==> config.mk <==
export PLATFORM = sky130hd
export DESIGN_NAME = rai_remote_alias
export DESIGN_NICKNAME = d
export VERILOG_FILES = /design/src/rtl/rai_pkg.sv /design/src/rtl/rai_alias_mem.sv /design/src/rtl/rai_remote_alias.sv
export VERILOG_INCLUDE_DIRS = /design/src /design/src/rtl
export SDC_FILE = /design/constraint.sdc
export NUM_CORES = 1
export LEC_CHECK = 0
export ABC_CLOCK_PERIOD_IN_PS = 4150
export BUFFER_PORTS_ARGS = -buffer_cell sky130_fd_sc_hd__buf_2
export CAP_MARGIN = 15
export CORE_MARGIN = 4
export CORE_UTILIZATION = 40
export DETAILED_ROUTE_END_ITERATION = 10
export RECOVER_POWER = 100
export SLEW_MARGIN = 30
export SYNTH_ARGS = -nofsm -noshare
export SYNTH_HDL_FRONTEND = slang
export SYNTH_SLANG_ARGS = --single-unit
==> constraint.sdc <==
create_clock -name sys_clk -period 4.15 [get_ports sys_clk]
set_clock_uncertainty 0.15 [all_clocks]
set_input_delay 0.6225 -clock sys_clk [delete_from_list [all_inputs] [get_ports sys_clk]]
set_output_delay 0.6225 -clock sys_clk [all_outputs]
set_load 0.02 [all_outputs]
==> src/rtl/rai_consts.svh <==
`ifndef RAI_CONSTS_SVH
`define RAI_CONSTS_SVH
// register byte addresses
`define RAI_ADDR_ALIAS4 8'h7a
`define RAI_ADDR_ALIAS5 8'h7b
`define RAI_ADDR_ALIAS6 8'h7c
`define RAI_ADDR_ALIAS7 8'h7d
`define RAI_ADDR_IRQ_EN 8'hc6
`define RAI_ADDR_IRQ_STAT 8'hc7
// reset values
`define RAI_ALIAS_RESET 8'h00
`define RAI_IRQ_EN_RESET 8'h00
// field positions
`define RAI_BIT_IND_DONE 7
`define RAI_BIT_RX_DET 6
`define RAI_BIT_DOWNSTREAM 5
`define RAI_BIT_GLOBAL 0
// writable mask of the enable register (bits 4..1 reserved, kept as zero)
`define RAI_IRQ_EN_MASK 8'he1
// alias count and first alias index
`define RAI_ALIAS_COUNT 4
`define RAI_ALIAS_FIRST 4
`endif

==> src/rtl/rai_pkg.sv <==
package rai_pkg;
    // register access request from the local control interface
    typedef struct packed {
        logic wr;
        logic rd;
        logic [7:0] addr;
        logic [7:0] wdata;
    } rai_reg_req_type;
    // incoming i2c address to be remapped
    typedef struct packed {
        logic valid;
        logic [6:0] addr;
    } rai_i2c_req_type;
    // forwarded transaction toward the back channel
    typedef struct packed {
        logic valid;
        logic [6:0] remote_addr;
        logic [1:0] slot;
    } rai_fwd_type;
    // remap lookup states
    typedef enum logic [1:0] {
        RAI_IDLE = 2'b00,
        RAI_LOOK = 2'b01,
        RAI_SEND = 2'b11
    } rai_state_type;
endpackage

==> src/rtl/rai_alias_mem.sv <==
`timescale 1ns/1ps
`include "rai_consts.svh"
// holds alias bytes for both ports, one write port, registered read
module rai_alias_mem #(
    parameter int DEPTH = 8
) (
    input wire logic sys_clk,
    input wire logic rst_n,
    input wire logic wr_en,
    input wire logic [2:0] wr_idx,
    input wire logic [6:0] wr_data,
    input wire logic [2:0] rd_idx,
    output logic [6:0] rd_data,
    output logic [DEPTH*7-1:0] all_data
);
    // seven-bit fields per entry, bit 0 of the byte is not stored
    logic [6:0] mem_r [DEPTH];
    logic [6:0] mem_nxt [DEPTH];
    logic [6:0] rd_r;
    logic [6:0] rd_nxt;

    // next values for storage and read register
    always_comb begin
        for (int i = 0; i < DEPTH; i++) begin
            mem_nxt[i] = mem_r[i];
        end
        if (wr_en) begin
            mem_nxt[wr_idx] = wr_data;
        end
        rd_nxt = mem_r[rd_idx];
    end

    // register everything
    always_ff @(posedge sys_clk or negedge rst_n) begin
        if (!rst_n) begin
            for (int i = 0; i < DEPTH; i++) begin
                mem_r[i] <= 7'h00;
            end
            rd_r <= 7'h00;
        end else begin
            for (int i = 0; i < DEPTH; i++) begin
                mem_r[i] <= mem_nxt[i];
            end
            rd_r <= rd_nxt;
        end
    end

    // flat view for parallel matching
    always_comb begin
        for (int i = 0; i < DEPTH; i++) begin
            all_data[i*7 +: 7] = mem_r[i];
        end
    end

    assign rd_data = rd_r;
endmodule // rai_alias_mem

==> src/rtl/rai_remote_alias.sv <==
// Notes on behaviour
// - alias stored in bits 7:1, bit0 reserved
// - matching alias address replaced by target id
// - zero alias disables its entry entirely
// - port select picks port1 or port0 copy
// - aliases at 0x7a..0x7d, rw, reset zero
// - enable bit7 gates indirect-done interrupt
// - enable bit6 gates receiver-detect interrupt
// - detect waits for lock when selected
// - enable bit5 passes downstream interrupts; bit4 reserved
// - remapped transaction sent over back channel
// - enable bit0 drives interrupt output globally
// - status bit0 set when enabled source pending
`timescale 1ns/1ps
`include "rai_consts.svh"
module rai_remote_alias
    import rai_pkg::*;
#(
    parameter int NUM_ALIAS = `RAI_ALIAS_COUNT
) (
    input wire logic sys_clk,
    input wire logic rstn,
    // register access
    input wire rai_reg_req_type reg_req,
    output logic [7:0] reg_rdata,
    output logic reg_rvalid,
    // configuration and target ids from the rest of the bank
    input wire logic second_port_select,
    input wire logic detect_waits_lock_select,
    input wire logic [NUM_ALIAS*7-1:0] target_id_p0,
    input wire logic [NUM_ALIAS*7-1:0] target_id_p1,
    // event pins (asynchronous levels)
    input wire logic indirect_done,
    input wire logic rx_detect,
    input wire logic rx_lock,
    input wire logic downstream_irq,
    // incoming i2c address
    input wire rai_i2c_req_type i2c_req,
    output logic i2c_busy,
    // forwarded transaction toward the back channel
    output rai_fwd_type fwd,
    output logic irq_out
);
    // reset synchroniser
    logic rst_s1_r;
    logic rst_n_r;
    always_ff @(posedge sys_clk or negedge rstn) begin
        if (!rstn) begin
            rst_s1_r <= 1'b0;
            rst_n_r <= 1'b0;
        end else begin
            rst_s1_r <= 1'b1;
            rst_n_r <= rst_s1_r;
        end
    end

    // two-flop synchronisers for event pins
    logic [3:0] ev_s1_r;
    logic [3:0] ev_s2_r;
    always_ff @(posedge sys_clk or negedge rst_n_r) begin
        if (!rst_n_r) begin
            ev_s1_r <= 4'h0;
            ev_s2_r <= 4'h0;
        end else begin
            ev_s1_r <= {downstream_irq, rx_lock, rx_detect, indirect_done};
            ev_s2_r <= ev_s1_r;
        end
    end
    logic ind_s;
    logic det_s;
    logic lock_s;
    logic dsi_s;
    assign ind_s = ev_s2_r[0];
    assign det_s = ev_s2_r[1];
    assign lock_s = ev_s2_r[2];
    assign dsi_s = ev_s2_r[3];

    // decode an alias address into its slot, valid flag in bit 2
    function automatic logic [2:0] alias_slot(input logic [7:0] a);
        logic [2:0] s;
        s = 3'h0;
        unique case (a)
            `RAI_ADDR_ALIAS4: s = 3'h4;
            `RAI_ADDR_ALIAS5: s = 3'h5;
            `RAI_ADDR_ALIAS6: s = 3'h6;
            `RAI_ADDR_ALIAS7: s = 3'h7;
            default: s = 3'h0;
        endcase
        return s;
    endfunction

    // alias storage: index = {port, slot}
    logic mem_wr;
    logic [2:0] mem_wr_idx;
    logic [2:0] mem_rd_idx;
    logic [6:0] mem_rd_data;
    logic [NUM_ALIAS*2*7-1:0] mem_all;
    logic [2:0] req_slot;
    assign req_slot = alias_slot(reg_req.addr);
    assign mem_wr = reg_req.wr && req_slot[2];
    assign mem_wr_idx = {second_port_select, req_slot[1:0]};
    assign mem_rd_idx = {second_port_select, req_slot[1:0]};

    rai_alias_mem #(
        .DEPTH(NUM_ALIAS * 2)
    ) u_mem (
        .sys_clk(sys_clk),
        .rst_n(rst_n_r),
        .wr_en(mem_wr),
        .wr_idx(mem_wr_idx),
        .wr_data(reg_req.wdata[7:1]),
        .rd_idx(mem_rd_idx),
        .rd_data(mem_rd_data),
        .all_data(mem_all)
    );

    // interrupt enable register and pending flags
    logic [7:0] irq_en_r;
    logic [7:0] irq_en_nxt;
    logic [7:5] pend_r;
    logic [7:5] pend_nxt;
    logic ind_d_r;
    logic ind_d_nxt;
    logic det_d_r;
    logic det_d_nxt;
    logic irq_r;
    logic irq_nxt;
    logic det_q;
    logic stat_rd;
    logic global_pend;

    assign det_q = det_s && (!detect_waits_lock_select || lock_s);
    assign stat_rd = reg_req.rd && (reg_req.addr == `RAI_ADDR_IRQ_STAT);
    assign global_pend = |(pend_r & irq_en_r[7:5]);

    // next values for enables, pending flags and interrupt output
    always_comb begin
        irq_en_nxt = irq_en_r;
        pend_nxt = pend_r;
        ind_d_nxt = ind_s;
        det_d_nxt = det_q;
        if (reg_req.wr && reg_req.addr == `RAI_ADDR_IRQ_EN) begin
            irq_en_nxt = reg_req.wdata & `RAI_IRQ_EN_MASK;
        end
        // status read clears event flags; a new set wins
        if (stat_rd) begin
            pend_nxt[7:6] = 2'b00;
        end
        if (ind_s && !ind_d_r) begin
            pend_nxt[`RAI_BIT_IND_DONE] = 1'b1;
        end
        if (det_q && !det_d_r) begin
            pend_nxt[`RAI_BIT_RX_DET] = 1'b1;
        end
        pend_nxt[`RAI_BIT_DOWNSTREAM] = dsi_s;
        irq_nxt = irq_en_r[`RAI_BIT_GLOBAL] && global_pend;
    end

    always_ff @(posedge sys_clk or negedge rst_n_r) begin
        if (!rst_n_r) begin
            irq_en_r <= `RAI_IRQ_EN_RESET;
            pend_r <= 3'h0;
            ind_d_r <= 1'b0;
            det_d_r <= 1'b0;
            irq_r <= 1'b0;
        end else begin
            irq_en_r <= irq_en_nxt;
            pend_r <= pend_nxt;
            ind_d_r <= ind_d_nxt;
            det_d_r <= det_d_nxt;
            irq_r <= irq_nxt;
        end
    end

    // read path: alias data comes from the memory one cycle later
    logic rd_alias_r;
    logic rd_alias_nxt;
    logic [7:0] rdata_r;
    logic [7:0] rdata_nxt;
    logic rvalid_r;
    logic rvalid_nxt;
    logic rvalid_d_r;
    logic rvalid_d_nxt;
    logic [7:0] rdata_hold_r;
    logic [7:0] rdata_hold_nxt;

    // stage one: registers other than aliases
    always_comb begin
        rd_alias_nxt = reg_req.rd && req_slot[2];
        rvalid_nxt = reg_req.rd;
        rdata_hold_nxt = 8'h00;
        if (reg_req.rd && reg_req.addr == `RAI_ADDR_IRQ_EN) begin
            rdata_hold_nxt = irq_en_r;
        end else if (stat_rd) begin
            rdata_hold_nxt = {pend_r & irq_en_r[7:5], 4'h0, global_pend};
        end
    end

    // stage two: merge alias byte, bit 0 reads zero
    always_comb begin
        rvalid_d_nxt = rvalid_r;
        rdata_nxt = rd_alias_r ? {mem_rd_data, 1'b0} : rdata_hold_r;
    end

    always_ff @(posedge sys_clk or negedge rst_n_r) begin
        if (!rst_n_r) begin
            rd_alias_r <= 1'b0;
            rvalid_r <= 1'b0;
            rdata_hold_r <= 8'h00;
            rvalid_d_r <= 1'b0;
            rdata_r <= 8'h00;
        end else begin
            rd_alias_r <= rd_alias_nxt;
            rvalid_r <= rvalid_nxt;
            rdata_hold_r <= rdata_hold_nxt;
            rvalid_d_r <= rvalid_d_nxt;
            rdata_r <= rdata_nxt;
        end
    end

    // remap engine
    rai_state_type state_r;
    rai_state_type state_nxt;
    logic [6:0] addr_r;
    logic [6:0] addr_nxt;
    logic hit_r;
    logic hit_nxt;
    logic [1:0] slot_r;
    logic [1:0] slot_nxt;
    rai_fwd_type fwd_r;
    rai_fwd_type fwd_nxt;
    logic busy_r;
    logic busy_nxt;

    // parallel compare against the selected port's aliases
    logic m_hit;
    logic [1:0] m_slot;
    always_comb begin
        m_hit = 1'b0;
        m_slot = 2'h0;
        for (int i = NUM_ALIAS - 1; i >= 0; i--) begin
            if (mem_all[({second_port_select, 2'(i)}) * 7 +: 7] == addr_r &&
                mem_all[({second_port_select, 2'(i)}) * 7 +: 7] != 7'h00) begin
                m_hit = 1'b1;
                m_slot = 2'(i);
            end
        end
    end

    always_comb begin
        state_nxt = state_r;
        addr_nxt = addr_r;
        hit_nxt = hit_r;
        slot_nxt = slot_r;
        fwd_nxt = '0;
        busy_nxt = busy_r;
        unique case (state_r)
            RAI_IDLE: begin
                if (i2c_req.valid) begin
                    addr_nxt = i2c_req.addr;
                    busy_nxt = 1'b1;
                    state_nxt = RAI_LOOK;
                end
            end
            RAI_LOOK: begin
                hit_nxt = m_hit;
                slot_nxt = m_slot;
                state_nxt = RAI_SEND;
            end
            RAI_SEND: begin
                if (hit_r) begin
                    fwd_nxt.valid = 1'b1;
                    fwd_nxt.slot = slot_r;
                    fwd_nxt.remote_addr = second_port_select ?
                        target_id_p1[slot_r*7 +: 7] : target_id_p0[slot_r*7 +: 7];
                end
                busy_nxt = 1'b0;
                state_nxt = RAI_IDLE;
            end
            default: state_nxt = RAI_IDLE;
        endcase
    end

    always_ff @(posedge sys_clk or negedge rst_n_r) begin
        if (!rst_n_r) begin
            state_r <= RAI_IDLE;
            addr_r <= 7'h00;
            hit_r <= 1'b0;
            slot_r <= 2'h0;
            fwd_r <= '0;
            busy_r <= 1'b0;
        end else begin
            state_r <= state_nxt;
            addr_r <= addr_nxt;
            hit_r <= hit_nxt;
            slot_r <= slot_nxt;
            fwd_r <= fwd_nxt;
            busy_r <= busy_nxt;
        end
    end

    assign reg_rdata = rdata_r;
    assign reg_rvalid = rvalid_d_r;
    assign fwd = fwd_r;
    assign i2c_busy = busy_r;
    assign irq_out = irq_r;
endmodule // rai_remote_alias

# ---- Word level (Yosys, flattened, before mapping)
# Cells that the tools add are included.
dict set report totals {
  output_inout_bits 21
  reg_bits 125
  input_bits 90
  wordCells 118
}
dict set report classes {
  n_bitwise 2
  n_mux 28
  eq_ne 13
  mul 5
  reduce_logical 29
  n_lt_le_gt_ge 2
  shifts 6
}
# op count
set op_table {}
lappend op_table {{indexed part select 56 x 7 -> 7 bit} 4}
lappend op_table {{bitwise mux 56 bit} 1}
lappend op_table {{indexed part select 28 x 6 -> 7 bit} 2}
lappend op_table {{== test 8 x 7 -> 1 bit, second input constant} 4}
lappend op_table {{== test 7 bit} 4}
lappend op_table {{2-to-1 mux 7 bit} 4}
lappend op_table {{nonzero test 7 bit} 4}
lappend op_table {{2-to-1 mux 8 bit} 3}
lappend op_table {{binary-select mux 7 bit (select 3 bit)} 1}
lappend op_table {{demux 7 bit (select 3 bit)} 1}
lappend op_table {{2-to-1 mux 10 bit} 2}
lappend op_table {{== test 8 bit, second input constant} 2}
lappend op_table {{logical AND 1 bit} 14}
lappend op_table {{multiplier 3 x 3 -> 6 bit, second input constant} 2}
lappend op_table {{2-to-1 mux 2 bit} 6}
lappend op_table {{case mux 3 bit (4 select lines)} 1}
lappend op_table {{multiplier 2 x 3 -> 5 bit, second input constant} 2}
lappend op_table {{2-to-1 mux 1 bit} 7}
lappend op_table {{nonzero test 2 bit} 3}
lappend op_table {{>= comparator 4 bit, second input constant} 1}
lappend op_table {{< comparator 4 x 1 -> 1 bit, second input constant} 1}
lappend op_table {{multiplier 1 x 3 -> 4 bit, second input constant} 1}
lappend op_table {{inverter 3 -> 4 bit} 1}
lappend op_table {{case mux 2 bit (2 select lines)} 1}
lappend op_table {{10 further kinds} 13}

# ---- Logic depth before layout (Yosys ltp)
dict set report logic_depth {
  word_depth 8
  mapped_depth 8
  ltp_nobuf 6
}

# ---- Modules after synthesis
# From an unflattened synthesis, not the netlist that was laid out.
dict set report unflattened {
  hier_cells 438
  hier_area_um2 5988.2
}
# mod cells_per_inst area_per_inst_um2 n_inst seq_area_each_um2
set by_module_without_submodules {}
lappend by_module_without_submodules {rai_remote_alias 279 3175.5 1 1451.4}
lappend by_module_without_submodules {rai_alias_mem 159 2812.7 1 1576.5}

# ---- Least setup slack after synthesis
# OpenSTA, ideal clock, no wires.
dict set report synth_path {
  kind {input -> register}
  start {in reg_req[9] (netlist bit)}
  end {reg u_mem.mem_r, in the netlist u_mem.all_data[0]}
  setup_time_ps 125
  t_arrival_ps 1970
  setup_slack_ps 1906
  required_ps 3875
  n_path_buf 2
  path_stages 8
  path_cell_list {nor2b_1 -> and2_2 -> o21ai_1 -> and2b_1 -> buf_2 -> and3_1 -> buf_2 -> mux2_2}
}
dict set report synth_via {
  elab_chain_len 8
  word_cells_on_any_way 13
  classes_between {order compare: 2; eq/ne: 4; mux: 4; bitwise: 1; reduce/logical: 2}
}
# element line_no
set synth_lines {}
lappend synth_lines {{start: declaration} rai_remote_alias.sv:24} ;# input wire rai_reg_req_type reg_req,
lappend synth_lines {{== test 8 x 7 -> 1 bit} rai_remote_alias.sv:82} ;# unique case (a)
lappend synth_lines {{case mux 3 bit (4 select lines) (*)} rai_remote_alias.sv:82}
lappend synth_lines {{inverter 3 -> 4 bit (implied by the code)} rai_alias_mem.sv:28} ;# mem_nxt[wr_idx] = wr_data;
lappend synth_lines {{>= comparator 4 bit (implied by the code) / < comparator 4 x 1 -> 1 bit (equally long branches)} rai_alias_mem.sv:28}
lappend synth_lines {{logical AND 1 bit (implied by the code)} rai_alias_mem.sv:28}
lappend synth_lines {{2-to-1 mux 7 bit (implied by the code)} rai_alias_mem.sv:28}
lappend synth_lines {{demux 7 bit (select 3 bit)} rai_alias_mem.sv:28}
lappend synth_lines {{bitwise mux 56 bit} rai_alias_mem.sv:28}
lappend synth_lines {{end signal: indexed assignment} rai_alias_mem.sv:42} ;# mem_r[i] <= mem_nxt[i];
lappend synth_lines {{end: declaration} rai_alias_mem.sv:17} ;# logic [6:0] mem_r [DEPTH];
# Every way passes the cells marked *; elsewhere a longest branch is shown, timed or not.
# A chain may end at the register's enable or synchronous reset.

# ---- Worst setup path in the final report
dict set report layout_path {
  start {in second_port_select}
  end {reg u_mem.mem_r, in the netlist u_mem.all_data[50]}
}
dict set report layout_via {
  elab_chain_len 6
  word_cells_on_any_way 7
  classes_between {order compare: 2; mux: 3; bitwise: 1; reduce/logical: 1}
}
# element line_no
set layout_lines {}
lappend layout_lines {{start: declaration} rai_remote_alias.sv:28} ;# input wire logic second_port_select,
lappend layout_lines {{inverter 3 -> 4 bit (implied by the code) (*)} rai_alias_mem.sv:28}
lappend layout_lines {{>= comparator 4 bit (implied by the code) / < comparator 4 x 1 -> 1 bit (equally long branches)} rai_alias_mem.sv:28}
lappend layout_lines {{logical AND 1 bit (implied by the code)} rai_alias_mem.sv:28}
lappend layout_lines {{2-to-1 mux 7 bit (implied by the code)} rai_alias_mem.sv:28}
lappend layout_lines {{demux 7 bit (select 3 bit) (*)} rai_alias_mem.sv:28}
lappend layout_lines {{bitwise mux 56 bit (*)} rai_alias_mem.sv:28}
# Marked as above.

==> results_dict.tcl <==
set metrics [dict create \
    drtIter0Drc 199 \
    clock_latency_ns 0.41 \
    synthArstFlopShare 1.00 \
    swShare 0.271 \
    slowest_delay_ns 0.76 \
    post_cts_buffers 0 \
    drv_slew 52 \
    synth_most_common_cell "dfrtp_1" \
    peakVddDrop_v 0.000260 \
    wl_per_cell_um 18.3 \
    rows 43 \
    die_h_um 128 \
    die_x_um 128 \
    synthTopCellsByArea "dfrtp_1, mux2_2, mux4_2, mux2i_1, xnor2_1" \
    critPathArrivalTime_ns 2.97 \
    syn_avg_cell_area_um2 12.9 \
    max_freq_ghz 0.354 \
    ys_ff_latch 121 \
    total_power_mw 3.44 \
    dpl.cell_count 718 \
    leakage_nw 3.28 \
    htree_levels 4 \
    setup_viol 0 \
    crit_path_end_kind "flop" \
    p_sw_uw 931 \
    die_area_um2 16300 \
    hold_viol_final 0 \
    synthMuxAreaShare 0.242 \
    yosysTopAreaCell "dfrtp_1" \
    comb_power_share 0.145 \
    violations "max-capacitance violations, max-slew violations" \
    synthXorXnorAreaFrac 0.0367 \
    fin_crit_sh 0.681 \
    port_buffers 110 \
    syn_area_um2 5730 \
    drc 0 \
    cts_root_buffer "clkbuf_16" \
    rsz0062_at_grt "no" \
    grt_remaining_overflow 0 \
    start_util 0.412 \
    drtAntennaViolNets 0 \
    synth_compound_area_frac 0.0631 \
    slew-limit-headroom -0.283 \
    fin_crit_ns 2.83 \
    netlist.area_leader.share 0.528 \
    start_kind "primary input" \
    fin_ws_ns 1.32 \
    area_delta_synth_final_pct 21.2 \
    cts_buffer_depth 2 \
    path_class "primary input to flop" \
    synth_edf_count 0 \
    cts_buffers 17 \
    powerDensity_nw_per_um2 495 \
    diodes 0 \
    routed_wirelength_mm 13.8 \
    grt_max_degree 52 \
    grt_usage 0.177 \
    yosysSeqAreaShare 0.528 \
    grt_pass1_vias 4237 \
    pre_cts_slack_ns 1.24 \
    cts_hold_buf 1 \
    min_path_type "primary input to flop" \
    vias_per_cell 5.36 \
    critical_path_required_ns 4.30 \
    core_um2 13900 \
    drv_cap 1 \
    synthSimpleGateAreaFrac 0.101 \
    drive_gt1_frac 0.371 \
    via_count 4024 \
    synth_top_family_by_area "multiplexers" \
    layout.nets 648 \
    p_seq_frac 0.420 \
    synth_ff_type "dfrtp_1" \
    dr.pass1.iters 4 \
    cts_resized 0 \
    clkTransAtPathRegs_ns 0.05 \
    ioPinCount 111 \
    synthCells 446 \
    clock-sinks 121 \
    cp_max_fo 36 \
    synth_common_cells "dfrtp_1, mux2_2, nand2_1" \
    whs_ns 0.160 \
    ys_warn_count 0 \
    finalNonFillerCells 751 \
    intPower_mw 2.51 \
    synth_adder_area_share 0 \
    syn_nets 536 \
    dpl.hpwl_mm 10.2 \
    clkPwrFrac 0.435 \
    finalSetupTns_ns 0 \
    worst_pin_slew_ns 1.92 \
    grt_first_pass_wirelength_mm 22.1 \
    antenna_found_initial 0 \
    cts_tree "built" \
    synth_cell_types 58 \
    worstPathCellList "buf_2 > clkbuf_1 > nand2_1 > nor3_1 > mux2_2" \
    cp_slowest_cell "nor3_1" \
    outcome "finished, violations left" \
    gp_congestion 0.913 \
]
==> metal layers <==
layer | share of wire | GRT usage
met5 | 0 | 0
met4 | 0.024 | 0.0830
met1 | 0.43 | 0.218
met3 | 0.063 | 0.0500
met2 | 0.48 | 0.289
==> state kept, by name, indices dropped and copies added (netlist names), 2 cells and up <==
register	count
pend_r	3
u_mem.rd_data	7
rdata_hold_r	4
addr_r	7
ev_s2_r	4
state_r	2
fwd	10
irq_en_r	4
u_mem.all_data	56
slot_r	2
reg_rdata	8
ev_s1_r	4
==> per-stage QoR <==
stage               utilization  instance area [um2]
floorplan                     -                 5730
global placement          0.460                 6410
detailed placement        0.460                 6410
CTS                       0.505                 7030
global route              0.499                 6950
finish                    0.499                 6950
==> critical path, delay by kind of cell <==
family,cells,cell delay (ns)
and+or+nand+nor,2,0.86
buffers and inverters,2,1.05
muxes,1,0.42
==> placed cells by master, fill, tap and decap left out, types with 3 or more instances in the layout <==
master,n
nor4_1,9
a221o_1,7
clkbuf_1,27
xnor2_1,18
mux2i_1,20
inv_6,3
clkbuf_16,17
nor3_1,4
nor2b_1,6
bufinv_16,3
xor2_1,6
nand3_1,6
clkinvlp_4,4
a21oi_1,15
nand2_1,28
mux2_2,76
inv_1,8
nor2_1,25
dfrtp_1,121
o22ai_1,9
or4_1,3
buf_2,84
o21ai_0,6
mux4_2,14
and2_0,5
clkinv_2,3
==> cell type report <==
cell class | instances | area [um2]
clock inverters | 14 | 170
multi-input cells | 294 | 2510
flip-flops and latches | 121 | 3030
clock buffers | 18 | 439
repair buffers | 115 | 549
well taps | 180 | 225
inverters | 9 | 33.8
fillers | 1247 | 6980
==> power groups by stage <==
stage	clock (mW)	sequential, mW	combinational [mW]
2_1_floorplan	0	1.39	0.423
3_3_place_gp	0	1.46	0.504
3_5_place_dp	0	1.47	0.514
4_1_cts	1.52	1.45	0.518
5_1_grt	1.58	1.46	0.558
6_report	1.49	1.45	0.498
==> path summary, 6_finish.rpt <==
check | startpoint | to | slack, ns | cells after the start
setup / recovery | second_port_select | u_mem.all_data[50]$_DFFE_PN0P_ | 1.32 | 5
hold / removal | downstream_irq | ev_s1_r[3]$_DFF_PN0_ | 0.16 | 1
setup reg to reg | rst_n_r$_DFF_PN0_ | u_mem.all_data[22]$_DFFE_PN0P_ | 1.38 | 1
hold reg to reg | ev_s1_r[1]$_DFF_PN0_ | ev_s2_r[1]$_DFF_PN0_ | 0.20 | 0
max in group asynchronous | rst_n_r$_DFF_PN0_ | u_mem.all_data[22]$_DFFE_PN0P_ | 1.38 | 1
min in group asynchronous | rstn | rst_s1_r$_DFF_PN0_ | 0.37 | 2
==> kinds of logic after synthesis <==
group,after synthesis
mux,111
xor+xnor,24
simple gates,105
flops,121
other cells,1
buf+inv,31
compound gates,53
Note: power is estimated with default switching activity, not from simulation.
